--- src/pkg/lia_defines.svh ---
// Shared constants of the lock-in I/Q demodulator
`ifndef LIA_DEFINES_SVH
`define LIA_DEFINES_SVH

// Converter sample width in bits
`define LIA_SAMPLE_W     12
// Reference value width, signed
`define LIA_REF_W        16
// Reference table index width, 16 steps per period
`define LIA_IDX_W        4
// Index distance of the 90 degree copy
`define LIA_QUAD_OFFSET  4'h4
// System clock period in ns
`define LIA_CLK_NS       50
// Reference update and sampling period in ns (400 kHz)
`define LIA_UPDATE_NS    2500
// Clock cycles per reference update
`define LIA_TICK_CYCLES  (`LIA_UPDATE_NS / `LIA_CLK_NS)
// Products per batch
`define LIA_BATCH_LEN    1024
// First stage decimation factor
`define LIA_DECIM        64
// Width of the final accumulators and results
`define LIA_ACC_W        38
// Index at reset, so the first update issues index zero, ladder code 8
`define LIA_IDX_RST      4'hF
// Ladder code at reset, mid scale
`define LIA_LADDER_RST   4'h8

`endif

--- src/pkg/lia_pkg.sv ---
// Types and shared decode functions of the lock-in demodulator
`default_nettype none
`include "lia_defines.svh"
package lia_pkg;

    // Signed reference value
    typedef logic signed [`LIA_REF_W-1:0] lia_ref_t;

    // Reference and its 90 degree copy
    typedef struct packed {
        lia_ref_t inph;
        lia_ref_t quad;
    } lia_ref_pair_t;

    // Final in-phase and quadrature pair
    typedef struct packed {
        logic signed [`LIA_ACC_W-1:0] i;
        logic signed [`LIA_ACC_W-1:0] q;
    } lia_result_t;

    // Batch control states, one-hot
    typedef enum logic [2:0] {
        LIA_ST_ALIGN   = 3'h1,
        LIA_ST_COLLECT = 3'h2,
        LIA_ST_DUMP    = 3'h4
    } lia_state_t;

    // Fine sine value of one table step, 16-bit precision
    function automatic lia_ref_t lia_sine_val(
        input logic [`LIA_IDX_W-1:0] idx
    );
        lia_ref_t mag;
        case (idx[2:0])
            3'h0:       mag = 16'h0000;
            3'h1, 3'h7: mag = 16'h30FC;
            3'h2, 3'h6: mag = 16'h5A82;
            3'h3, 3'h5: mag = 16'h7642;
            default:    mag = 16'h7FFF;
        endcase
        return idx[3] ? -mag : mag;
    endfunction

    // Sixteen level ladder code of one table step
    function automatic logic [`LIA_IDX_W-1:0] lia_ladder_code(
        input logic [`LIA_IDX_W-1:0] idx
    );
        case (idx)
            4'h0, 4'h8: return 4'h8;
            4'h1, 4'h7: return 4'hA;
            4'h2, 4'h6: return 4'hD;
            4'h3, 4'h5: return 4'hE;
            4'h4:       return 4'hF;
            4'h9, 4'hF: return 4'h5;
            4'hA, 4'hE: return 4'h2;
            4'hB, 4'hD: return 4'h1;
            default:    return 4'h0;
        endcase
    endfunction

    // External ladder-style code to signed value, (code-8)*2048
    function automatic lia_ref_t lia_ext_to_ref(
        input logic [`LIA_IDX_W-1:0] code
    );
        return {~code[3], ~code[3], code[2:0], 11'h000};
    endfunction

endpackage

`default_nettype wire

--- src/lia_ref_gen.sv ---
// Reference time base, sine table and 90 degree copy
`timescale 1ns/100ps
`default_nettype none
`include "lia_defines.svh"

module lia_ref_gen #(
    parameter int TICK_CYCLES = `LIA_TICK_CYCLES
) (
    input  wire logic                  sys_clk_in,
    input  wire logic                  rst_b_in,
    input  wire logic                  clk_en_in,
    input  wire logic                  ext_sel_in,
    input  wire logic [`LIA_IDX_W-1:0] ext_code_in,
    output logic                       tick_out,
    output logic [`LIA_IDX_W-1:0]      index_out,
    output logic [`LIA_IDX_W-1:0]      ladder_out,
    output lia_pkg::lia_ref_pair_t     ref_pair_out
);
    import lia_pkg::*;

    localparam int CW     = $clog2(TICK_CYCLES);
    localparam int TICK_N = TICK_CYCLES;

    logic [CW-1:0]                  div_q, div_d;   // Update divider
    logic                           tick_q, tick_d; // Update pulse
    logic [`LIA_IDX_W-1:0]          idx_q, idx_d;   // Table index
    logic [`LIA_IDX_W-1:0]          lad_q, lad_d;   // Ladder code
    lia_ref_pair_t                  pair_q, pair_d; // Reference pair
    logic [3:0][`LIA_IDX_W-1:0]     hist_q, hist_d; // External history

    ////////////////////////////////////////////////////////////////////
    // Next state of divider, index and reference
    always_comb begin
        div_d  = div_q;
        tick_d = 1'b0;
        idx_d  = idx_q;
        lad_d  = lad_q;
        pair_d = pair_q;
        hist_d = hist_q;
        if (div_q == CW'(TICK_CYCLES - 1)) begin
            // Period end: issue next code
            div_d  = '0;
            tick_d = 1'b1;
            idx_d  = idx_q + 4'h1;
            lad_d  = lia_ladder_code(idx_d);
            hist_d = {hist_q[2:0], ext_code_in};
            if (ext_sel_in) begin
                // Sampled outside reference, quad lags 4 steps, negated
                pair_d.inph = lia_ext_to_ref(ext_code_in);
                pair_d.quad = -lia_ext_to_ref(hist_q[3]);
            end else begin
                // Internal fine table
                pair_d.inph = lia_sine_val(idx_d);
                pair_d.quad = lia_sine_val(idx_d + `LIA_QUAD_OFFSET);
            end
        end else begin
            // Count within the period
            div_d = div_q + CW'(1);
        end
    end

    // State registers, frozen while the enable is low
    always_ff @(posedge sys_clk_in or negedge rst_b_in) begin
        if (!rst_b_in) begin
            div_q  <= '0;
            tick_q <= 1'b0;
            idx_q  <= `LIA_IDX_RST;
            lad_q  <= `LIA_LADDER_RST;
            pair_q <= '0;
            hist_q <= '0;
        end else if (clk_en_in) begin
            div_q  <= div_d;
            tick_q <= tick_d;
            idx_q  <= idx_d;
            lad_q  <= lad_d;
            pair_q <= pair_d;
            hist_q <= hist_d;
        end
    end

    assign tick_out     = tick_q;
    assign index_out    = idx_q;
    assign ladder_out   = lad_q;
    assign ref_pair_out = pair_q;
endmodule // lia_ref_gen

`default_nettype wire

--- src/lia_demod.sv ---
// Lock-in I/Q demodulator datapath, top level
`timescale 1ns/100ps
`default_nettype none
`include "lia_defines.svh"

////////////////////////////////////////////////////////////////////////
// Function
// - Take 12-bit samples, up to 400 kHz
// - Make a 90 degree shifted reference
// - Multiply sample by reference and quadrature
// - Low-pass filter both products into results
// - Drive ladder with 16-level sine codes
// - New code every 2.5 us (400 kHz), sine 25 kHz
// - Internal table or sampled outside reference
// - Timings are whole multiples of clock
// - Fine reference precise to -90 dB
// - Trigger and code share one time base
// - Batches of 1024; ignore samples between
// - Each batch starts at first reference code
// - Decimate by 64 before final stage
////////////////////////////////////////////////////////////////////////

module lia_demod #(
    parameter int TICK_CYCLES = `LIA_TICK_CYCLES,
    parameter int BATCH_LEN   = `LIA_BATCH_LEN,
    parameter int DECIM       = `LIA_DECIM
) (
    input  wire logic                     sys_clk_in,
    input  wire logic                     rst_b_in,
    input  wire logic                     clk_en_in,
    input  wire logic [`LIA_SAMPLE_W-1:0] adc_sample_in,
    input  wire logic                     adc_valid_in,
    input  wire logic                     ext_ref_sel_in,
    input  wire logic [`LIA_IDX_W-1:0]    ext_ref_code_in,
    output logic                          adc_trigger_out,
    output logic [`LIA_IDX_W-1:0]         ladder_code_out,
    output logic                          batch_busy_out,
    output lia_pkg::lia_result_t          result_out,
    output logic                          result_valid_out
);
    import lia_pkg::*;

    // Datapath widths
    localparam int PROD_W = `LIA_SAMPLE_W + `LIA_REF_W;
    localparam int DW     = $clog2(DECIM);
    localparam int ACC1_W = PROD_W + DW;
    localparam int CNT_W  = $clog2(BATCH_LEN);

    lia_state_t                       state_q, state_d; // Batch control
    logic [CNT_W-1:0]                 cnt_q, cnt_d;     // Products taken
    lia_result_t                      result_q, result_d;
    logic                             valid_q, valid_d;

    logic                             ref_tick;   // Update pulse
    logic [`LIA_IDX_W-1:0]            ref_idx;    // Current step
    lia_ref_pair_t                    ref_pair;   // Reference pair
    lia_ref_t                         ref_v [2];  // Per channel ref
    logic signed [`LIA_SAMPLE_W-1:0]  samp_s;     // Centred sample
    logic                             accept;     // Product taken
    logic                             decim_end;  // Stage one dump
    logic                             last_smp;   // Batch complete
    logic signed [`LIA_ACC_W-1:0]     lpf2_v [2]; // Stage two sums

    ////////////////////////////////////////////////////////////////////
    // Reference generator, one time base for ladder and trigger
    lia_ref_gen #(
        .TICK_CYCLES (TICK_CYCLES)
    ) u_ref_gen (
        .sys_clk_in   (sys_clk_in),
        .rst_b_in     (rst_b_in),
        .clk_en_in    (clk_en_in),
        .ext_sel_in   (ext_ref_sel_in),
        .ext_code_in  (ext_ref_code_in),
        .tick_out     (ref_tick),
        .index_out    (ref_idx),
        .ladder_out   (ladder_code_out),
        .ref_pair_out (ref_pair)
    );

    // Converter start pulse is the code update pulse itself
    assign adc_trigger_out = ref_tick;

    // Channel references: 0 in-phase, 1 quadrature
    assign ref_v[0] = ref_pair.inph;
    assign ref_v[1] = ref_pair.quad;

    ////////////////////////////////////////////////////////////////////
    // Sample handling

    // Offset binary to two's complement around mid scale
    assign samp_s = {~adc_sample_in[`LIA_SAMPLE_W-1],
                     adc_sample_in[`LIA_SAMPLE_W-2:0]};

    // Samples only count while a batch is collecting
    assign accept    = adc_valid_in && (state_q == LIA_ST_COLLECT);
    // Last product of each decimation group
    assign decim_end = accept && (cnt_q[DW-1:0] == {DW{1'b1}});
    // Last product of the batch
    assign last_smp  = accept && (cnt_q == CNT_W'(BATCH_LEN - 1));

    ////////////////////////////////////////////////////////////////////
    // Batch control, next state
    always_comb begin
        state_d = state_q;
        cnt_d   = cnt_q;
        case (state_q)
            LIA_ST_ALIGN: begin
                // Wait for the first code of a period
                cnt_d = '0;
                if (ref_tick && ref_idx == '0) begin
                    state_d = LIA_ST_COLLECT;
                end
            end
            LIA_ST_COLLECT: begin
                // Count products until the batch is full
                if (accept) begin
                    cnt_d = cnt_q + CNT_W'(1);
                end
                if (last_smp) begin
                    state_d = LIA_ST_DUMP;
                end
            end
            LIA_ST_DUMP: begin
                // One cycle to publish the result
                state_d = LIA_ST_ALIGN;
            end
            default: begin
                // Illegal code, recover
                state_d = LIA_ST_ALIGN;
                cnt_d   = '0;
            end
        endcase
    end

    // Batch control registers
    always_ff @(posedge sys_clk_in or negedge rst_b_in) begin
        if (!rst_b_in) begin
            state_q <= LIA_ST_ALIGN;
            cnt_q   <= '0;
        end else if (clk_en_in) begin
            state_q <= state_d;
            cnt_q   <= cnt_d;
        end
    end

    // Busy whenever samples would be thrown away
    assign batch_busy_out = (state_q != LIA_ST_COLLECT);

    ////////////////////////////////////////////////////////////////////
    // Mixer and two filter stages, one copy per channel
    for (genvar ch = 0; ch < 2; ch++) begin : g_chan
        logic signed [PROD_W-1:0]     prod;           // Mixer output
        logic signed [ACC1_W-1:0]     lpf1_q, lpf1_d; // Boxcar sum
        logic signed [`LIA_ACC_W-1:0] lpf2_q, lpf2_d; // Final sum

        // Multiply, accumulate and dump
        always_comb begin
            prod   = samp_s * ref_v[ch];
            lpf1_d = lpf1_q;
            lpf2_d = lpf2_q;
            if (accept) begin
                if (decim_end) begin
                    // Hand a decimated value to the final stage
                    lpf1_d = '0;
                    lpf2_d = lpf2_q
                           + `LIA_ACC_W'(lpf1_q + ACC1_W'(prod));
                end else begin
                    // Boxcar low-pass over one group
                    lpf1_d = lpf1_q + ACC1_W'(prod);
                end
            end else if (state_q == LIA_ST_DUMP) begin
                // Final sum taken; start the next batch clean
                lpf2_d = '0;
            end
        end

        // Filter registers
        always_ff @(posedge sys_clk_in or negedge rst_b_in) begin
            if (!rst_b_in) begin
                lpf1_q <= '0;
                lpf2_q <= '0;
            end else if (clk_en_in) begin
                lpf1_q <= lpf1_d;
                lpf2_q <= lpf2_d;
            end
        end

        assign lpf2_v[ch] = lpf2_q;
    end

    ////////////////////////////////////////////////////////////////////
    // Result register and valid pulse
    always_comb begin
        result_d = result_q;
        valid_d  = 1'b0;
        if (state_q == LIA_ST_DUMP) begin
            // Publish the final pair for one cycle of valid
            result_d.i = lpf2_v[0];
            result_d.q = lpf2_v[1];
            valid_d    = 1'b1;
        end
    end

    // Result registers
    always_ff @(posedge sys_clk_in or negedge rst_b_in) begin
        if (!rst_b_in) begin
            result_q <= '0;
            valid_q  <= 1'b0;
        end else if (clk_en_in) begin
            result_q <= result_d;
            valid_q  <= valid_d;
        end
    end

    assign result_out       = result_q;
    assign result_valid_out = valid_q;
endmodule // lia_demod

`default_nettype wire

--- config.mk ---
export PLATFORM = sky130hd
export DESIGN_NAME = lia_demod
export DESIGN_NICKNAME = d
export VERILOG_FILES = /design/src/pkg/lia_pkg.sv /design/src/lia_ref_gen.sv /design/src/lia_demod.sv
export VERILOG_INCLUDE_DIRS = /design/src /design/src/pkg
export SDC_FILE = /design/constraint.sdc
export NUM_CORES = 2
export LEC_CHECK = 0
export ABC_CLOCK_PERIOD_IN_PS = 9300
export BUFFER_PORTS_ARGS = -buffer_cell sky130_fd_sc_hd__buf_2
export CORE_UTILIZATION = 46
export DETAILED_ROUTE_END_ITERATION = 8
export GPL_TIMING_DRIVEN = 0
export PLACE_DENSITY_LB_ADDON = 0.1
export RECOVER_POWER = 50
export SETUP_SLACK_MARGIN = 0.2
export SYNTH_ARGS = -nofsm -noshare
export SYNTH_HDL_FRONTEND = slang
export SYNTH_SLANG_ARGS = --single-unit
--- constraint.sdc ---
create_clock -name sys_clk_in -period 9.3 [get_ports sys_clk_in]
set_clock_uncertainty 0.1 [all_clocks]
set_input_delay 0.93 -clock sys_clk_in [delete_from_list [all_inputs] [get_ports sys_clk_in]]
set_output_delay 0.93 -clock sys_clk_in [all_outputs]
set_load 0.01 [all_outputs]
==> results.yml <==
timing:
  hold_viol: 0
  fmax_ghz: 0.113
  slew_headroom_pct: -279
  slew_violations: 205
  setup_viol: 0
  rsz0062_at_grt: "yes"
  fin_crit_sh_pct: 94.8
  fin_setup_tns_ns: 0
  min_period_ns: 8.82
  tightest_slew_ns: 5.69
worst_setup_path:
  cp-start-kind: "input pin"
  crit_type: "in2reg"
  end_kind: "flip-flop"
  worstPathArrival_ns: 9.16
  reg2reg_depth: 37
  crit_top_cell: "fa_1"
  timing.reg2reg.setup_slack_ns: 0.48
  r2r-end: "g_chan[0].lpf2_q[34]"
  cp_max_fo: 10
  crit_slowest_cell: "fa_1"
  cp.required_ns: 9.64
  reg2reg_from: "u_ref_gen.ref_pair_out[21]"
  cp_num_buf_inv: 8
  crit_family: "adder cells"
  max_stage_delay_ns: 0.57
detailed_routing:
  drt_pass1_iterations: 5
  drtIter0Drc: 1746
  via_per_inst: 5.27
  wl_per_cell_um: 19.0
  drt-total-wl_mm: 94.9
  vias: 26358
  drc_errors: 0
  postRouteAntennaNets: 0
global_routing:
  grt_pass1_wl_mm: 152
  grt_pass1_vias: 26500
  grt.total_usage_pct: 26.2
  overflow: 0
  grt_max_degree: 108
  antenna_found_initial: 0
synthesis:
  muxShareOfSynthArea_pct: 0.347
  synth_compound_gate_area_share_pct: 13.6
  netlist_instances: 3851
  async_reset_ff_share_pct: 100
  syn_area_per_cell_um2: 8.79
  yosysWarnings: 0
  synth_xor_area_share_pct: 5.17
  yosys.area_share.simple_pct: 13.2
  synth_top_family_by_area: "adder cells"
  synth-seq-area-share_pct: 21.7
  yosysUniqueCellTypes: 70
  yosys_register_bits: 293
  synthFlopType: "dfrtp_1"
  synthAdderAreaFrac_pct: 35.6
  syn-num-nets: 4576
  synth_edf_count: 0
  syn_area_mm2: 0.0339
clocking:
  cts_buffer_depth: 3
  numCtsBuffers: 39
  cts_sinks: 293
  clk_pin_slew_ns: 0.06
  clockRootBuffer: "clkbuf_16"
  worstSkewPairLatency_ns: 0.59
  htree_num_levels: 2
  cts_tree: "yes"
status:
  outcome: "finished, violations left"
  violations: "max-capacitance violations, max-slew violations"
die:
  die_area_mm2: 0.0747
  coreArea_mm2: 0.0728
  initial_core_util_pct: 46.5
  die_h_um: 273
  pin_count: 104
  die_w_um: 273
  rows: 99
cells_and_area:
  fill_cells: 7005
  final_cell_mix: "786 x inv_1, 445 x nand2_1, 430 x fa_1"
  drive_gt1_share_pct: 6.96
  nNetsFinal: 4739
  final_common_cell: "inv_1"
  syn_to_final_growth_pct: 11.8
min_path:
  holdPathStages: 2
  holdPathEnd: "u_ref_gen.hist_q[6]"
  hold_path_class: "reg2reg"
  min_from: "u_ref_gen.hist_q[2]"
placed_design:
  place.gp.congestion: 0.910
  io_buffers: 92
  dp_hpwl_mm: 75.6
run:
  drv_cap: 2
## synthesized netlist by cell type, drive strengths merged (7+ instances only)
| library cell | n | share of area (%) |
|---|---|---|
| ha | 270 | 10 |
| a31oi | 20 | 0.39 |
| a211oi | 14 | 0.31 |
| buf | 9 | 0.10 |
| a21o | 99 | 2.2 |
| nand4 | 10 | 0.18 |
| nor2 | 122 | 1.4 |
| nand3 | 115 | 1.7 |
| a22o | 11 | 0.28 |
| nor2b | 21 | 0.39 |
| or3 | 12 | 0.22 |
| o22ai | 53 | 0.98 |
| and3 | 20 | 0.37 |
| dfrtp | 287 | 21 |
| o21a | 24 | 0.53 |
| nand2 | 455 | 5.0 |
| or2 | 14 | 0.26 |
| a2111oi | 7 | 0.23 |
| a21oi | 155 | 2.3 |
| o21bai | 34 | 0.75 |
| and2 | 122 | 2.3 |
| nand2b | 26 | 0.48 |
| clkbuf | 137 | 1.5 |
| xnor2 | 118 | 3.1 |
| inv | 791 | 8.8 |
| o21ai | 244 | 3.6 |
| o31ai | 22 | 0.53 |
| xor2 | 82 | 2.1 |
| fa | 434 | 26 |
| nor3 | 30 | 0.46 |
## final cells by class
cell class / instances / area (µm²) / share of cell area (%)
Antenna cell: 1 / 2.50 / 0.00661
Buffer: 146 / 971 / 2.57
Clock buffer: 57 / 1150 / 3.05
Clock inverter: 10 / 168 / 0.443
Inverter: 791 / 2970 / 7.84
Multi-Input combinational cell: 2621 / 23400 / 61.9
Sequential cell: 293 / 7350 / 19.4
Tap cell: 959 / 1200 / 3.17
Timing Repair Buffer: 122 / 611 / 1.61
## registers in the layout (all words and copies together), names as in the netlist
| name | count |
|---|---|
| cnt_q | 10 |
| g_chan.lpf1_q | 68 |
| g_chan.lpf2_q | 76 |
| result_out | 76 |
| result_valid_out | 1 |
| state_q | 3 |
| u_ref_gen.div_q | 6 |
| u_ref_gen.hist_q | 16 |
| u_ref_gen.index_out | 4 |
| u_ref_gen.ladder_out | 4 |
| u_ref_gen.ref_pair_out | 28 |
| u_ref_gen.tick_out | 1 |
## worst min-delay path: cells and delay by family (launching register included)
| family | cells | cell delay [ns] |
|---|---|---|
| DFF | 1 | 0.34 |
| and+or+nand+nor | 2 | 0.10 |
## per-layer routing
metal  wire length [µm]  vias up  GRT usage [%]
li1                   -    12568              -
met1              45100    13105           38.7
met2              43100      563           41.0
met3               4610      122           3.16
met4               2150        0           6.12
met5                  0        -              0
## through the flow
stage / std cells / area (µm²) / hold WS, ns / util (%) / setup slack, ns
finish: 5000 / 37800 / 0.366 / 52.0 / 0.479
global route: 4999 / 37800 / 0.394 / 52.0 / 0.152
CTS: 4981 / 37400 / 0.317 / 51.4 / 0.188
detailed placement: 4904 / 35700 / 0.355 / 49.0 / -1.63
global placement: 4902 / 35600 / 0.351 / 48.9 / -2.02
floorplan: 3851 / 34000 / 0.339 / - / 0.256
## cell families after synthesis
kind of cell	count (synthesis)
mux	11
simple gates	967
compound gates	739
xor+xnor	200
fa+ha+maj	704
buf+inv	937
flops	293
## worst max path at each step
stage | start | end | slack (ns) | cells after the start
after floorplan | adc_sample_in[1] | g_chan[0].lpf2_q[37] | 0.26 | 37
final | adc_sample_in[9] | g_chan[0].lpf2_q[34] | 0.48 | 36
after detailed placement | adc_sample_in[1] | g_chan[1].lpf2_q[33] | -1.63 | 36
after CTS | adc_sample_in[3] | g_chan[1].lpf2_q[33] | 0.19 | 34
after global placement | adc_sample_in[10] | g_chan[1].lpf2_q[35] | -2.02 | 35
after global routing | u_ref_gen.ref_pair_out[5] | g_chan[1].lpf2_q[33] | 0.15 | 33
## timing repair
action | 4_1_cts | 5_1_grt
endpoints found under the setup margin | 37 | 27
pin swaps | 9 | 29
gates resized for setup | 103 | 169
buffers inserted | 10 | 18
hold buffers | 0 | 0
Power is not shown: default switching activity piles up to over one toggle a cycle in this logic, so the estimate is an artifact.
